--- config.mk ---
export PLATFORM = sky130hd
export DESIGN_NAME = ptx_table_access
export DESIGN_NICKNAME = d
export VERILOG_FILES = /design/src/core/ptx_pkg.sv /design/src/core/ptx_table_access.sv
export VERILOG_INCLUDE_DIRS = /design/src /design/src/core
export SDC_FILE = /design/constraint.sdc
export NUM_CORES = 1
export LEC_CHECK = 0
export ABC_AREA = 1
export BUFFER_PORTS_ARGS = -buffer_cell sky130_fd_sc_hd__clkbuf_2
export CORE_ASPECT_RATIO = 0.9
export CORE_MARGIN = 2
export CORE_UTILIZATION = 30
export CTS_BUF_LIST = sky130_fd_sc_hd__clkbuf_16
export DETAILED_ROUTE_END_ITERATION = 12
export PLACE_DENSITY = 0.53
export SKIP_CTS_REPAIR_TIMING = 1
export SKIP_LAST_GASP = 1
export SLEW_MARGIN = 30
export SYNTH_ARGS = -nofsm -noshare
export SYNTH_HDL_FRONTEND = slang
export SYNTH_SLANG_ARGS = --single-unit
--- constraint.sdc ---
create_clock -name pclk -period 1.8 [get_ports pclk]
set_clock_uncertainty 0.05 [all_clocks]
set_input_delay 0.36 -clock pclk [delete_from_list [all_inputs] [get_ports pclk]]
set_output_delay 0.36 -clock pclk [all_outputs]
set_load 0.005 [all_outputs]
--- src/core/ptx_map.svh ---
// constants for the program memory table access block
`ifndef PTX_MAP_SVH
`define PTX_MAP_SVH
`define PTX_OP_HI 4'hA
`define PTX_RD_LO 2'h2
`define PTX_WR_LO 2'h3
`define PTX_PCL_ADDR 8'h02
`define PTX_INT_LIMIT 16'h0800
`define PTX_IRQ_PIN 0
`define PTX_IRQ_TMR 1
`define PTX_IRQ_TX 2
`define PTX_OFF_CTRL 12'h000
`define PTX_OFF_PTR 12'h004
`define PTX_OFF_LAT 12'h008
`define PTX_OFF_OP 12'h00C
`define PTX_OFF_STAT 12'h010
`define PTX_OFF_MASK 12'h014
`define PTX_OFF_RDAT 12'h018
`define PTX_OFF_BUSY 12'h01C
`endif

--- src/core/ptx_pkg.sv ---
// types for the program memory table access block
package ptx_pkg;
	typedef enum logic [2:0] {
		ST_IDLE, ST_RD2, ST_RD3, ST_WR_EXT, ST_WR_INT, ST_DONE
	} ptx_state_t;
	typedef struct packed {
		logic [15:0] addr;
		logic [15:0] data;
		logic we;
		logic re;
	} ptx_mem_req_t;
endpackage

--- src/core/ptx_table_access.sv ---
// table read and table write executor with an apb register port
//
// Design decisions made here: the APB slave port and the register offsets.
`timescale 1ns/1ps
`default_nettype none
`include "ptx_map.svh"
module ptx_table_access import ptx_pkg::*; (
	input wire logic pclk,
	input wire logic presetn,
	input wire logic psel,
	input wire logic penable,
	input wire logic pwrite,
	input wire logic [11:0] paddr,
	input wire logic [31:0] pwdata,
	output logic [31:0] prdata,
	output logic pready,
	output logic pslverr,
	output var ptx_mem_req_t mem_req,
	input wire logic [15:0] mem_rdata,
	input wire logic [2:0] irq_raw,
	output logic irq_vector,
	output logic [7:0] file_wdata,
	output logic [7:0] file_waddr,
	output logic file_we,
	output logic irq
);
	// instruction sequencer state
	ptx_state_t state_r;
	ptx_state_t state_nxt;
	// table pointer and table latch
	logic [15:0] table_pointer_r;
	logic [15:0] table_pointer_nxt;
	logic [15:0] table_latch_r;
	logic [15:0] table_latch_nxt;

	// instruction in flight
	logic [15:0] op_r;
	// interrupt status, mask and control
	logic [2:0] stat_r;
	logic [2:0] stat_nxt;
	logic [2:0] mask_r;
	logic [2:0] irq_en_r;
	logic global_irq_disable_r;
	// file byte source and data file write port
	logic [7:0] rdat_r;
	logic [7:0] rdat_nxt;
	logic [7:0] file_wdata_r;
	logic [7:0] file_waddr_r;
	logic file_we_r;

	// vectoring pulse, bus read data and memory request
	logic vec_r;
	logic [31:0] prdata_r;
	ptx_mem_req_t mem_req_r;
	ptx_mem_req_t mem_req_nxt;

	// apb phase decode
	wire setup = psel & ~penable;
	wire acc = psel & penable;
	wire wr = acc & pwrite;
	wire rd_setup = setup & ~pwrite;

	// apb address decode
	wire hit_ctrl = paddr == `PTX_OFF_CTRL;
	wire hit_ptr = paddr == `PTX_OFF_PTR;
	wire hit_lat = paddr == `PTX_OFF_LAT;
	wire hit_op = paddr == `PTX_OFF_OP;
	wire hit_stat = paddr == `PTX_OFF_STAT;
	wire hit_mask = paddr == `PTX_OFF_MASK;
	wire hit_rdat = paddr == `PTX_OFF_RDAT;
	wire hit_busy = paddr == `PTX_OFF_BUSY;
	wire mapped = hit_ctrl | hit_ptr | hit_lat | hit_op | hit_stat | hit_mask
		| hit_rdat | hit_busy;

	// an instruction is in flight whenever the sequencer is not idle
	wire busy = state_r != ST_IDLE;

	// zero wait state slave; unmapped accesses report an error
	assign pready = 1'b1;
	assign pslverr = acc & ~mapped;

	// write strobes; software writes to pointer, latch and byte source are dropped while busy
	wire wr_ctrl = wr & hit_ctrl;
	wire wr_ptr = wr & hit_ptr & ~busy;
	wire wr_lat = wr & hit_lat & ~busy;
	wire wr_stat = wr & hit_stat;
	wire wr_mask = wr & hit_mask;
	wire wr_rdat = wr & hit_rdat & ~busy;

	// fields of the opcode being written
	wire [15:0] new_op = pwdata[15:0];
	wire new_hi_ok = new_op[15:12] == `PTX_OP_HI;
	wire new_rd = new_hi_ok & (new_op[11:10] == `PTX_RD_LO);
	wire new_wr = new_hi_ok & (new_op[11:10] == `PTX_WR_LO);
	wire new_t = new_op[9]; // byte select
	wire [7:0] new_f = new_op[7:0]; // file register address

	// start pulse: a table opcode written while idle, anything else ignored
	wire start = wr & hit_op & ~busy & (new_rd | new_wr);
	wire start_rd = start & new_rd;
	wire start_wr = start & new_wr;

	// fields of the instruction in flight
	wire op_i = op_r[8]; // post increment
	wire [7:0] op_f = op_r[7:0];
	wire op_to_pcl = op_f == `PTX_PCL_ADDR;

	// latch byte chosen by the byte select
	wire [7:0] latch_byte = new_t ? table_latch_r[15:8] : table_latch_r[7:0];

	// pointer values below the limit address the on-chip eprom
	wire ptr_internal = table_pointer_r < `PTX_INT_LIMIT;

	// only sources with their mask bit set may end programming
	wire [2:0] term_src = irq_raw & mask_r & irq_en_r;
	wire term = |term_src;

	// ends of a long internal write and of a short external write
	wire long_end = (state_r == ST_WR_INT) & term;
	wire short_end = (state_r == ST_WR_EXT) & ~ptr_internal;

	// post increment points for read and write
	wire step_rd = (state_r == ST_RD2) & op_i;
	wire step_wr = (state_r == ST_WR_EXT) & op_i;

	// flags cleared as a table write ends
	// a long write clears its terminating source although it is raised now;
	// a short write clears every flag that is not raised in that cycle
	wire [2:0] auto_clr = long_end ? term_src : (short_end ? ~irq_raw : 3'h0);
	wire [2:0] w1c = wr_stat ? pwdata[2:0] : 3'h0;

	// read data mux
	wire [31:0] rd_mux =
		hit_ctrl ? {26'h0, irq_en_r, global_irq_disable_r, 2'h0} :
		hit_ptr ? {16'h0, table_pointer_r} :
		hit_lat ? {16'h0, table_latch_r} :
		hit_op ? {16'h0, op_r} :
		hit_stat ? {29'h0, stat_r} :
		hit_mask ? {29'h0, mask_r} :
		hit_rdat ? {24'h0, rdat_r} :
		hit_busy ? {31'h0, busy} : 32'h0;

	// next state
	always_comb begin
		state_nxt = state_r;
		case (state_r)
			ST_IDLE: begin
				if (start_wr) begin
					state_nxt = ST_WR_EXT;
				end else if (start_rd) begin
					state_nxt = ST_RD2;
				end
			end
			// extra cycle when the counter low byte is the target
			ST_RD2: begin
				state_nxt = op_to_pcl ? ST_RD3 : ST_DONE;
			end
			ST_RD3: begin
				state_nxt = ST_DONE;
			end
			// external write ends here, internal one goes on
			ST_WR_EXT: begin
				state_nxt = ptr_internal ? ST_WR_INT : ST_DONE;
			end
			// programming runs until an enabled interrupt
			ST_WR_INT: begin
				state_nxt = term ? ST_DONE : ST_WR_INT;
			end
			ST_DONE: begin
				state_nxt = ST_IDLE;
			end
			default: begin
				state_nxt = ST_IDLE;
			end
		endcase
	end

	// pointer: loaded by software, stepped after fetch or write
	always_comb begin
		table_pointer_nxt = table_pointer_r;
		if (wr_ptr) begin
			table_pointer_nxt = pwdata[15:0];
		end else if (step_rd || step_wr) begin
			table_pointer_nxt = table_pointer_r + 16'h0001;
		end
	end

	// latch: software load, file byte on write, program word on read
	always_comb begin
		table_latch_nxt = table_latch_r;
		if (wr_lat) begin
			table_latch_nxt = pwdata[15:0];
		end
		// file byte into the chosen latch byte
		if (start_wr && new_t) begin
			table_latch_nxt[15:8] = rdat_r;
		end
		if (start_wr && !new_t) begin
			table_latch_nxt[7:0] = rdat_r;
		end
		// whole program word into the latch
		if (state_r == ST_RD2) begin
			table_latch_nxt = mem_rdata;
		end
	end

	// byte source: software load or the byte just copied to the file
	always_comb begin
		rdat_nxt = rdat_r;
		if (wr_rdat) begin
			rdat_nxt = pwdata[7:0];
		end else if (start_rd) begin
			rdat_nxt = latch_byte;
		end
	end

	// sticky status: a new event wins over a software clear
	always_comb begin
		stat_nxt = ((stat_r & ~w1c) | irq_raw) & ~auto_clr;
	end

	// program memory request, strobes last one cycle unless programming
	always_comb begin
		mem_req_nxt = mem_req_r;
		mem_req_nxt.we = 1'b0;
		mem_req_nxt.re = 1'b0;
		if (start_rd) begin
			mem_req_nxt.addr = table_pointer_r;
			mem_req_nxt.re = 1'b1;
		end
		// pointer as address, latch as data, one strobe for an external pointer
		if (state_r == ST_WR_EXT) begin
			mem_req_nxt.addr = table_pointer_r;
			mem_req_nxt.data = table_latch_r;
			mem_req_nxt.we = ~ptr_internal;
		end
		// programming strobe held until the terminating interrupt
		if (state_r == ST_WR_INT) begin
			mem_req_nxt.data = table_latch_r;
			mem_req_nxt.we = ~term;
		end
	end

	// sequencer state
	always_ff @(posedge pclk or negedge presetn) begin
		if (!presetn) begin
			state_r <= ST_IDLE;
		end else begin
			state_r <= state_nxt;
		end
	end

	// table pointer
	always_ff @(posedge pclk or negedge presetn) begin
		if (!presetn) begin
			table_pointer_r <= 16'h0000;
		end else begin
			table_pointer_r <= table_pointer_nxt;
		end
	end

	// table latch
	always_ff @(posedge pclk or negedge presetn) begin
		if (!presetn) begin
			table_latch_r <= 16'h0000;
		end else begin
			table_latch_r <= table_latch_nxt;
		end
	end

	// instruction register
	always_ff @(posedge pclk or negedge presetn) begin
		if (!presetn) begin
			op_r <= 16'h0000;
		end else if (start) begin
			op_r <= new_op;
		end
	end

	// interrupt status
	always_ff @(posedge pclk or negedge presetn) begin
		if (!presetn) begin
			stat_r <= 3'h0;
		end else begin
			stat_r <= stat_nxt;
		end
	end

	// interrupt mask
	always_ff @(posedge pclk or negedge presetn) begin
		if (!presetn) begin
			mask_r <= 3'h0;
		end else if (wr_mask) begin
			mask_r <= pwdata[2:0];
		end
	end

	// global disable and per-source programming enables
	always_ff @(posedge pclk or negedge presetn) begin
		if (!presetn) begin
			global_irq_disable_r <= 1'b0;
			irq_en_r <= 3'h0;
		end else if (wr_ctrl) begin
			global_irq_disable_r <= pwdata[2];
			irq_en_r <= pwdata[5:3];
		end
	end

	// file byte source
	always_ff @(posedge pclk or negedge presetn) begin
		if (!presetn) begin
			rdat_r <= 8'h00;
		end else begin
			rdat_r <= rdat_nxt;
		end
	end

	// data file write port, one pulse per table read
	always_ff @(posedge pclk or negedge presetn) begin
		if (!presetn) begin
			file_we_r <= 1'b0;
			file_waddr_r <= 8'h00;
			file_wdata_r <= 8'h00;
		end else begin
			file_we_r <= start_rd;
			if (start_rd) begin
				file_waddr_r <= new_f;
				file_wdata_r <= latch_byte;
			end
		end
	end

	// program memory request
	always_ff @(posedge pclk or negedge presetn) begin
		if (!presetn) begin
			mem_req_r <= '0;
		end else begin
			mem_req_r <= mem_req_nxt;
		end
	end

	// vector only when global disable is clear
	always_ff @(posedge pclk or negedge presetn) begin
		if (!presetn) begin
			vec_r <= 1'b0;
		end else begin
			vec_r <= long_end & ~global_irq_disable_r;
		end
	end

	// read data captured in the setup phase, stable at the access edge
	always_ff @(posedge pclk or negedge presetn) begin
		if (!presetn) begin
			prdata_r <= 32'h00000000;
		end else if (rd_setup) begin
			prdata_r <= rd_mux;
		end
	end

	// outputs
	assign prdata = prdata_r;
	assign mem_req = mem_req_r;
	assign file_wdata = file_wdata_r;
	assign file_waddr = file_waddr_r;
	assign file_we = file_we_r;
	assign irq_vector = vec_r;
	// level interrupt while any unmasked status bit is set
	assign irq = |(stat_r & mask_r);
endmodule
`default_nettype wire

---- Word-level counts from Yosys, hierarchy flattened ----
Index checks and enable logic that the tools add are counted.
cells by class
  $add $sub $neg .......................... 1
  order comparisons ....................... 1
  eq/ne operators ......................... 16
  mux-type cells .......................... 30
  bitwise gates (word level) .............. 50
  reductions and logical operators ........ 15
operator list
  operator                                                                         count
  16-bit 2-to-1 mux                                                                9
  8-bit 2-to-1 mux                                                                 8
  12-bit by 5-bit == test with 1-bit output (second input constant)                4
  33-bit 2-to-1 mux                                                                1
  1-bit AND                                                                        26
  12-bit by 4-bit == test with 1-bit output (second input constant)                2
  3-bit 2-to-1 mux                                                                 6
  17-bit 2-to-1 mux                                                                1
  16-bit by 1-bit adder with 16-bit output (second input constant)                 1
  16-bit by 12-bit less-than comparator with 1-bit output (second input constant)  1
  3-bit AND                                                                        5
  3-bit case mux with 5 select lines                                               1
  12-bit by 3-bit == test with 1-bit output (second input constant)                1
  12-bit zero test                                                                 1
  3-bit inverter                                                                   3
  3-bit nonzero test                                                               3
  8-bit by 2-bit == test with 1-bit output (second input constant)                 1
  1-bit bitwise OR                                                                 8
  2-bit nonzero test                                                               4
  1-bit inverter                                                                   7
  3-bit by 2-bit == test with 1-bit output (second input constant)                 2
  3-bit OR reduction                                                               2
  2-bit == test (second input constant)                                            2
  4-bit == test (second input constant)                                            1
  9 further kinds                                                                  13
word-level totals
  register bits ........................... 153
  input port bits ......................... 68
  output and inout bits ................... 87
  logic and storage cells ................. 132

---- Longest topological paths before layout ----
Gate-level depths: netlist (run 1).
  depth after elaboration ................. 10
  depth in mapped cells ................... 14
  mapped depth without buffers ............ 13

---- Worst setup path before layout (run 1) ----
No wires, ideal clock.
  path kind ............................... input to register
  from .................................... input port paddr[11]
  to ...................................... register prdata_r[6] (netlist: prdata[6])
  library setup time ...................... 0.123 ns
  data arrival time ....................... 1.537 ns
  required time ........................... 1.627 ns
  slack ................................... 0.090 ns
  stages on the path ...................... 10
  path buffers ............................ 0
  cell sequence ........................... nor2_2 -> nand2_2 -> nor2_8 -> inv_1 -> nor2_1 -> nor2_1 -> inv_1 -> a21oi_1 -> o21ai_0 -> nand2_1
on the way
  longest elaborated chain between the ends .. 8
  elaborated cells on any way between the ends .. 14
  those cells by class .................... eq/ne (6); mux (7); reduce/logical (1)
ends and longest elaborated chain
  what                                                 RTL line                 text
  start, declared                                      ptx_table_access.sv:13   input wire logic [11:0] paddr,
  12-bit by 5-bit == test with 1-bit output (no line)  -
  8-bit 2-to-1 mux                                     ptx_table_access.sv:140  hit_rdat ? {24'h0, rdat_r} :
  8-bit 2-to-1 mux                                     ptx_table_access.sv:139  hit_mask ? {29'h0, mask_r} :
  8-bit 2-to-1 mux                                     ptx_table_access.sv:138  hit_stat ? {29'h0, stat_r} :
  16-bit 2-to-1 mux                                    ptx_table_access.sv:137  hit_op ? {16'h0, op_r} :
  16-bit 2-to-1 mux                                    ptx_table_access.sv:136  hit_lat ? {16'h0, table_latch_r} :
  16-bit 2-to-1 mux                                    ptx_table_access.sv:135  hit_ptr ? {16'h0, table_pointer_r} :
  16-bit 2-to-1 mux *                                  ptx_table_access.sv:134  hit_ctrl ? {26'h0, irq_en_r, global_irq_disable_r, 2'h0} :
  end signal, assigned                                 ptx_table_access.sv:356  prdata_r <= rd_mux;
  end, declared                                        ptx_table_access.sv:53   logic [31:0] prdata_r;
Mark *: on every way between the ends. The rest lies on a longest branch, timed or not.
A chain may end at the register's enable or synchronous reset.

---- Worst setup path after layout (run 1) ----
  from .................................... input port paddr[6]
  to ...................................... output port pslverr
on the way
  longest elaborated chain between the ends .. 10
  elaborated cells on any way between the ends .. 17
  those cells by class .................... eq/ne (7); bitwise (9); reduce/logical (1)
ends and longest elaborated chain
  what                                                                                     RTL line                text
  12-bit by 3-bit == test with 1-bit output (no line) or 12-bit zero test (tied branches)  -
  1-bit bitwise OR (5 in a row)                                                            ptx_table_access.sv:72  wire mapped = hit_ctrl | hit_ptr | hit_lat | hit_op | hit_stat | hit_mask
  1-bit bitwise OR                                                                         ptx_table_access.sv:73  | hit_rdat | hit_busy;
  1-bit bitwise OR *                                                                       ptx_table_access.sv:73
  1-bit inverter *                                                                         ptx_table_access.sv:80  assign pslverr = acc & ~mapped;
  1-bit AND *                                                                              ptx_table_access.sv:80
  end, declared                                                                            ptx_table_access.sv:17  output logic pslverr,
Marks and branches as above.

==> qor.csv, run 1 <==
stage,metric,value,unit
yosys,synth_enable_flop_cells,0,
place,dpl_cell_area,8651,sq um
die,die_x,165.4,um
yosys,synth.avg_cell_area,7.787,sq um
power_and_ir_drop,vdd_drop_max,0.6366,mV
setup_path,critPathTopFamily,simple AND/OR/NAND/NOR gates,
setup_path,arrival,1390,ps
power_and_ir_drop,static-leakage-power,4.972,nW
sta,period_share,1.001,
yosys,synth-seq-cells,136,
global_routing,grt_use_total,0.1978,
setup_path,startpoint_type,input port,
run,cap_violations,0,
routing,drtIter0Drc,649,
clocking,worstSkewPairLatency,430,ps
sta,timing.hold.ws,155.4,ps
place,pre_cts_slack,-230.2,ps
place,place_congestion,0.9556,
routing,vias,6792,
power_and_ir_drop,p_total,11.29,mW
setup_path,slowest_stage,nor2_8,
die,die_h,149.2,um
sta,report.final.slew_viol_count,0,
cells_and_area,diodes,0,
yosys,synth.cell_area,7032,sq um
die,ios,155,
outcome,outcome,finished with violations,
global_routing,grt_pass1_wl,36.06,mm
routing,vias_per_cell,4.727,
global_routing,grt_max_degree,44,
clocking,clk_pin_slew_worst_paths,60,ps
clocking,htreeDepth,4,
clocking,tritoncts,built,
die,die_area,24680,sq um
sta,hold_violations,0,
yosys,syn_inst,903,
power_and_ir_drop,cellPowerDensity,1176,nW/um^2
setup_path,cp_common_cell,nor2_4,
place,io_buffers,121,
die,core_region_area,23210,sq um
clocking,cts.path.max_buffers,2,
yosys,ys_warn_count,0,
cells_and_area,area_growth,36.57,%
setup_path,cp_data_required_time,1390,ps
sta,period_needed,1803,ps
routing,dr.pass1.iters,5,
cells_and_area,final_cell_count_no_fill,1437,
clocking,cts_num_sinks,136,
setup_path,crit_chain,buf_6 -> nor2_4 -> nand2_4 -> nor2_8 -> inv_4 -> nor2_4 -> inv_2 -> nand4_1 -> nor2_1 -> buf_2,
setup_path,worst-setup-path-type,input port to output port,
setup_path,crit_buf_inv,4,
sta,setup_viol,1,
global_routing,antenna_found_initial,0,
sta,setup-tns-final,-2.600,ps
cells_and_area,drive_above_1_share,0.2907,
yosys,yosysUniqueCellTypes,38,
yosys,ys.flop_type,dfrtp_1,
worst_hold_path,holdCritPathClass,input port to register,
yosys,yosysSeqAreaShare,0.4840,
global_routing,gr-total-overflow,0,
routing,drtAntennaViolNets,0,
setup_path,critPathMaxFanout,6,
routing,post-route-drc-count,0,
setup_path,end_kind,output port,
place,hpwl,18.67,mm
cells_and_area,fin_area,9603,sq um
sta,grt_setup_unrepaired,yes,
clocking,cts_root_buf,clkbuf_16,
setup_path,max_stage_delay,200,ps
sta,fmax,554.8,MHz
cells_and_area,layout.nets,1192,
routing,wl,24.11,mm
clocking,cts_made_buffers,17,
routing,wl_per_cell,16.78,um
cells_and_area,final_util,0.4137,
global_routing,grt_pass1_vias,6288,
outcome,failed_checks,setup timing,
sta,setup_ws,-2.600,ps
yosys,synthArstFlopShare,1.000,
die,start_util,0.3030,
die,rows,53,
place,dp_cells,1392,
## worst paths after layout
path                                             start                       endpoint  slack [ps]  cells after the start
worst max-delay path                          paddr[6]                        pslverr          -3                     10
worst min-delay path                         pwdata[7]          rdat_r[7]$_DFFE_PN0P_         160                      3
worst max register to register  state_r[1]$_DFFE_PN0P_        mem_req[25]$_DFFE_PN0P_          30                     10
worst min register to register    op_r[13]$_DFFE_PN0N_           op_r[13]$_DFFE_PN0N_         400                      2
max in group asynchronous                      presetn  table_latch_r[10]$_DFFE_PN0P_         730                      3
min in group asynchronous                      presetn      file_waddr[7]$_DFFE_PN0P_         380                      2
## power by group
part / internal [mW] / leakage [nW] / switching, mW
clock: 2.29 / 0.289 / 1.35
combinational: 1.43 / 2.96 / 1.95
sequential: 3.72 / 1.72 / 0.542
total: 7.45 / 4.97 / 3.84
## area by class of cell
class	instances	area [sq um]
sequential	136	3405
timing repair buffer	230	1609
clock inverter	14	183.9
fill	2431	13610
inverter	89	352.8
multi-input combinational	649	3249
clock buffer	17	425.4
tap	302	377.9
## per-layer routing
layer  share of wire  global-route usage
met1            0.47              0.2928
met3           0.063             0.03670
met5               0                   0
met4           0.016             0.05733
met2            0.45              0.2938
## cell families (layout without fill, tap and decap cells)
group / count (synthesis) / after routing / share of synthesized area
multiplexers: 12 / 12 / 0.01922
adder cells (fa/ha/maj): 1 / 1 / 0.001779
XOR/XNOR: 11 / 11 / 0.01370
buffers and inverters: 134 / 350 / 0.08630
AND/OR/NAND/NOR: 473 / 474 / 0.2900
other: 2 / 17 / 0.001068
AO/OA/AOI/OAI: 134 / 134 / 0.1039
flip-flops: 136 / 136 / 0.4840
## cells in the mapped netlist, types with 7 or more instances
master	count	area (sq um)
a31oi_1	10	62.56
mux2_2	12	135.1
a21oi_1	36	180.2
nor2_2	7	43.79
inv_1	84	315.3
nand2_2	8	50.05
xor2_1	11	96.34
dfrtp_1	136	3403
nand3_1	63	315.3
nor3_1	10	50.05
nand2_1	259	972.2
o21ai_0	72	360.4
nand4_1	9	56.30
clkbuf_1	14	52.55
o221ai_1	7	61.31
buf_4	21	157.7
nor2_1	101	379.1
buf_2	8	40.04
## state kept, by name, summed over array words and instances, names as in the netlist
signal and count:
irq_en_r 3, global_irq_disable_r 1, file_wdata 8, mem_req 33, file_we 1, state_r 3
mask_r 3, prdata 16, stat_r 3, op_r 16, irq_vector 1, table_pointer_r 16
table_latch_r 16, rdat_r 8, file_waddr 8
## worst register-to-register path, stage by stage (launching register included)
cell     delay [ps]
dfrtp_2         440
nor2_4          150
nand2_4          90
nor2_8          100
buf_4           130
nand3_1         130
nor2_4          180
buf_4           130
nand2_1         110
nand3_1          90
nand2_1          60
## placed cells by master, fill, tap and decap left out, types with 2 or more instances in the layout
master / n
nor2_1: 92
nor2_4: 13
buf_6: 8
nand3_1: 59
bufinv_16: 4
buf_4: 94
inv_1: 79
nor2_2: 7
a21oi_2: 2
nor4_1: 2
dfrtp_1: 135
mux2_2: 12
a21oi_1: 34
buf_12: 11
nand3_2: 5
nor2_8: 2
clkinv_1: 3
nand2_1: 253
a31oi_1: 10
nand2_4: 6
clkinvlp_4: 4
o21ai_0: 71
conb_1: 17
nor3_1: 9
inv_2: 7
nand4_1: 9
o211ai_1: 4
clkinv_4: 3
nand2_2: 9
o221ai_1: 7
o21ai_1: 2
clkbuf_2: 114
nand3_4: 3
or2_2: 2
xor2_1: 11
clkbuf_16: 17
No activity file was read; power rests on OpenSTA's default activity.
==> inputs of run 2 (changes only) <==
- ABC_AREA: 1 -> 0
==> run 2 against run 1 <==
The flow still finishes with violations (setup timing). Synthesized cell count shrank 32%. Area after synthesis shrank 2.8%. Die area shrank 2.7%. Global-route usage grew 0.27 points. Fmax shrank 12%. Register-to-register slack lost 280 ps. Sequential power shrank 7.5%. Largest cell class is now multi-input gates.
==> qor.csv, run 2 <==
stage,metric,value,unit
yosys,yosysTopAreaCell,dfrtp_1,
outcome,failed_checks,setup timing,
clocking,cts.path.max_buffers,2,
power_and_ir_drop,swShare,0.2894,
place,place_congestion,0.9020,
routing,drtIter0Drc,520,
setup_path,worst-setup-path-type,register to register,
setup_path,end_kind,register,
cells_and_area,layout_common_cells,"dfrtp_1 (136), clkbuf_2 (117), buf_4 (102)",
yosys,synth_top_area_frac,0.4979,
routing,drtAntennaViolNets,0,
setup_path,arrival,2290,ps
cells_and_area,fin_area,10040,sq um
yosys,ys_warn_count,0,
run,cap_violations,0,
cells_and_area,drive_above_1_share,0.4983,
power_and_ir_drop,p_int,7.279,mW
power_and_ir_drop,power_frac_comb,0.243,
clocking,tritoncts,built,
yosys,synth.most_common_cell,dfrtp_1,
sta,hold_violations,0,
setup_path,slowest_stage,dfrtp_1,
global_routing,antenna_found_initial,0,
clocking,cts_root_buf,clkbuf_16,
outcome,outcome,finished with violations,
yosys,synthTopCellsByArea,"dfrtp_1 (50%), mux2_2 (11%), nand2_1 (3.4%), o21ai_0 (2.7%), mux2i_1 (2.6%)",
cells_and_area,final_util,0.4473,
yosys,synthTopCellsByCount,"dfrtp_1 (136), mux2_2 (69), nand2_1 (62)",
routing,wl,24.62,mm
setup_path,startpoint_type,register,
setup_path,critPathMaxFanout,8,
setup_path,max_stage_delay,420,ps
cells_and_area,area_growth,46.88,%
sta,setup_viol,100,
clocking,cts_num_sinks,136,
cells_and_area,largest_register_ff_count,33,
global_routing,grt_pass1_wl,35.62,mm
worst_hold_path,holdCritPathClass,input port to register,
power_and_ir_drop,cellPowerDensity,1020,nW/um^2
yosys,synth_enable_flop_cells,0,
power_and_ir_drop,p_seq_frac,0.384,
routing,wl_per_cell,21.19,um
die,start_util,0.3045,
power_and_ir_drop,static-leakage-power,4.685,nW
sta,period_share,1.138,
clocking,htreeDepth,4,
place,dp_cells,1111,
yosys,synth.cell_area,6835,sq um
die,core_region_area,22450,sq um
place,pre_cts_slack,-474.7,ps
routing,vias_per_cell,5.199,
cells_and_area,fillers,2112,
yosys,yosysSeqAreaShare,0.4979,
routing,dr.pass1.iters,5,
die,die_x,163.1,um
die,ios,155,
cells_and_area,layout_commonest_cell,dfrtp_1,
setup_path,crit_chain,nor3_4 -> nand4_4 -> buf_6 -> nor3_4 -> buf_6 -> a21oi_4 -> a221o_1,
clocking,cts_made_buffers,17,
global_routing,grt_pass1_vias,5830,
place,hpwl,17.75,mm
sta,setup_ws,-248.1,ps
yosys,synthArstFlopShare,1.000,
clocking,worstSkewPairLatency,420,ps
yosys,synth.avg_cell_area,11.15,sq um
power_and_ir_drop,clock_power_share,0.372,
clocking,clk_pin_slew_worst_paths,60,ps
routing,vias,6041,
sta,timing.hold.ws,128.2,ps
setup_path,cp_data_required_time,2050,ps
cells_and_area,final_cell_count_no_fill,1162,
sta,period_needed,2048,ps
die,die_h,147.2,um
place,io_buffers,121,
setup_path,critPathTopFamily,simple AND/OR/NAND/NOR gates,
cells_and_area,layout.nets,922,
global_routing,grt_use_total,0.2005,
power_and_ir_drop,vdd_drop_max,0.5598,mV
sta,relSlewSlack,0.5073,
power_and_ir_drop,power.switching,2.964,mW
cells_and_area,diodes,0,
routing,post-route-drc-count,0,
die,die_area,24010,sq um
global_routing,gr-total-overflow,0,
sta,grt_setup_unrepaired,yes,
yosys,synth-seq-cells,136,
yosys,yosysUniqueCellTypes,64,
sta,tightest_slew,738.2,ps
global_routing,grt_max_degree,48,
yosys,ys.flop_type,dfrtp_1,
sta,report.final.slew_viol_count,0,
die,rows,52,
yosys,syn_inst,613,
place,dpl_cell_area,8756,sq um
sta,fmax,488.3,MHz
setup_path,crit_buf_inv,2,
## run 2: power by group through the flow
stage	sequential, mW	combinational [mW]	clock (mW)
floorplan	3.76	1.24	0
global placement	3.95	2.03	0
detailed placement	3.96	2.06	0
CTS	3.91	2.07	3.88
global route	3.98	2.67	4.03
finish	3.94	2.49	3.81
## run 2: through the flow
stage / power, mW / setup TNS, ps
floorplan: 4.999 / -17040
CTS: 9.860 / -9449
global placement: 5.987 / -41140
finish: 10.24 / -12820
detailed placement: 6.019 / -42160
global route: 10.68 / -19310
## run 2: routing by layer
layer,GRT usage,vias up,share of wire,routed length (um)
met4,0.04425,0,0.0099,243
met5,0,-,0,0
met1,0.3018,3047,0.48,11710
met3,0.04207,12,0.068,1673
met2,0.2951,231,0.45,10990
li1,-,2751,-,-
## run 2: path summary, 6_finish.rpt
path	from	endpoint	slack, ps	cells past startpoint
setup / recovery	state_r[2]$_DFFE_PN0P_	table_latch_r[2]$_DFFE_PN0P_	-250	7
hold / removal	irq_raw[2]	stat_r[2]$_DFF_PN0_	130	2
setup reg to reg	state_r[2]$_DFFE_PN0P_	table_latch_r[2]$_DFFE_PN0P_	-250	7
hold reg to reg	op_r[15]$_DFFE_PN0N_	op_r[15]$_DFFE_PN0N_	410	1
max in group asynchronous	presetn	irq_en_r[1]$_DFFE_PN0P_	770	3
min in group asynchronous	presetn	mem_req[26]$_DFFE_PN0P_	330	2
## run 2: cell families after synthesis
family | count (synthesis) | synth area share
and+or+nand+nor | 184 | 0.1528
adders and majority gates | 1 | 0.001830
DFF | 136 | 0.4979
other | 2 | 0.001099
muxes | 97 | 0.1565
buffers and inverters | 53 | 0.04192
AOI/OAI and AO/OA | 132 | 0.1377
xor gates and xnor gates | 8 | 0.01025
## run 2: layout make-up
cell class / instances / area [sq um] / area share
sequential: 136 / 3403 / 0.3390
tap: 297 / 371.6 / 0.03701
inverter: 7 / 26.28 / 0.002617
clock buffer: 17 / 425.4 / 0.04237
clock inverter: 14 / 207.7 / 0.02069
timing repair buffer: 251 / 1827 / 0.1820
multi-input combinational: 440 / 3779 / 0.3764
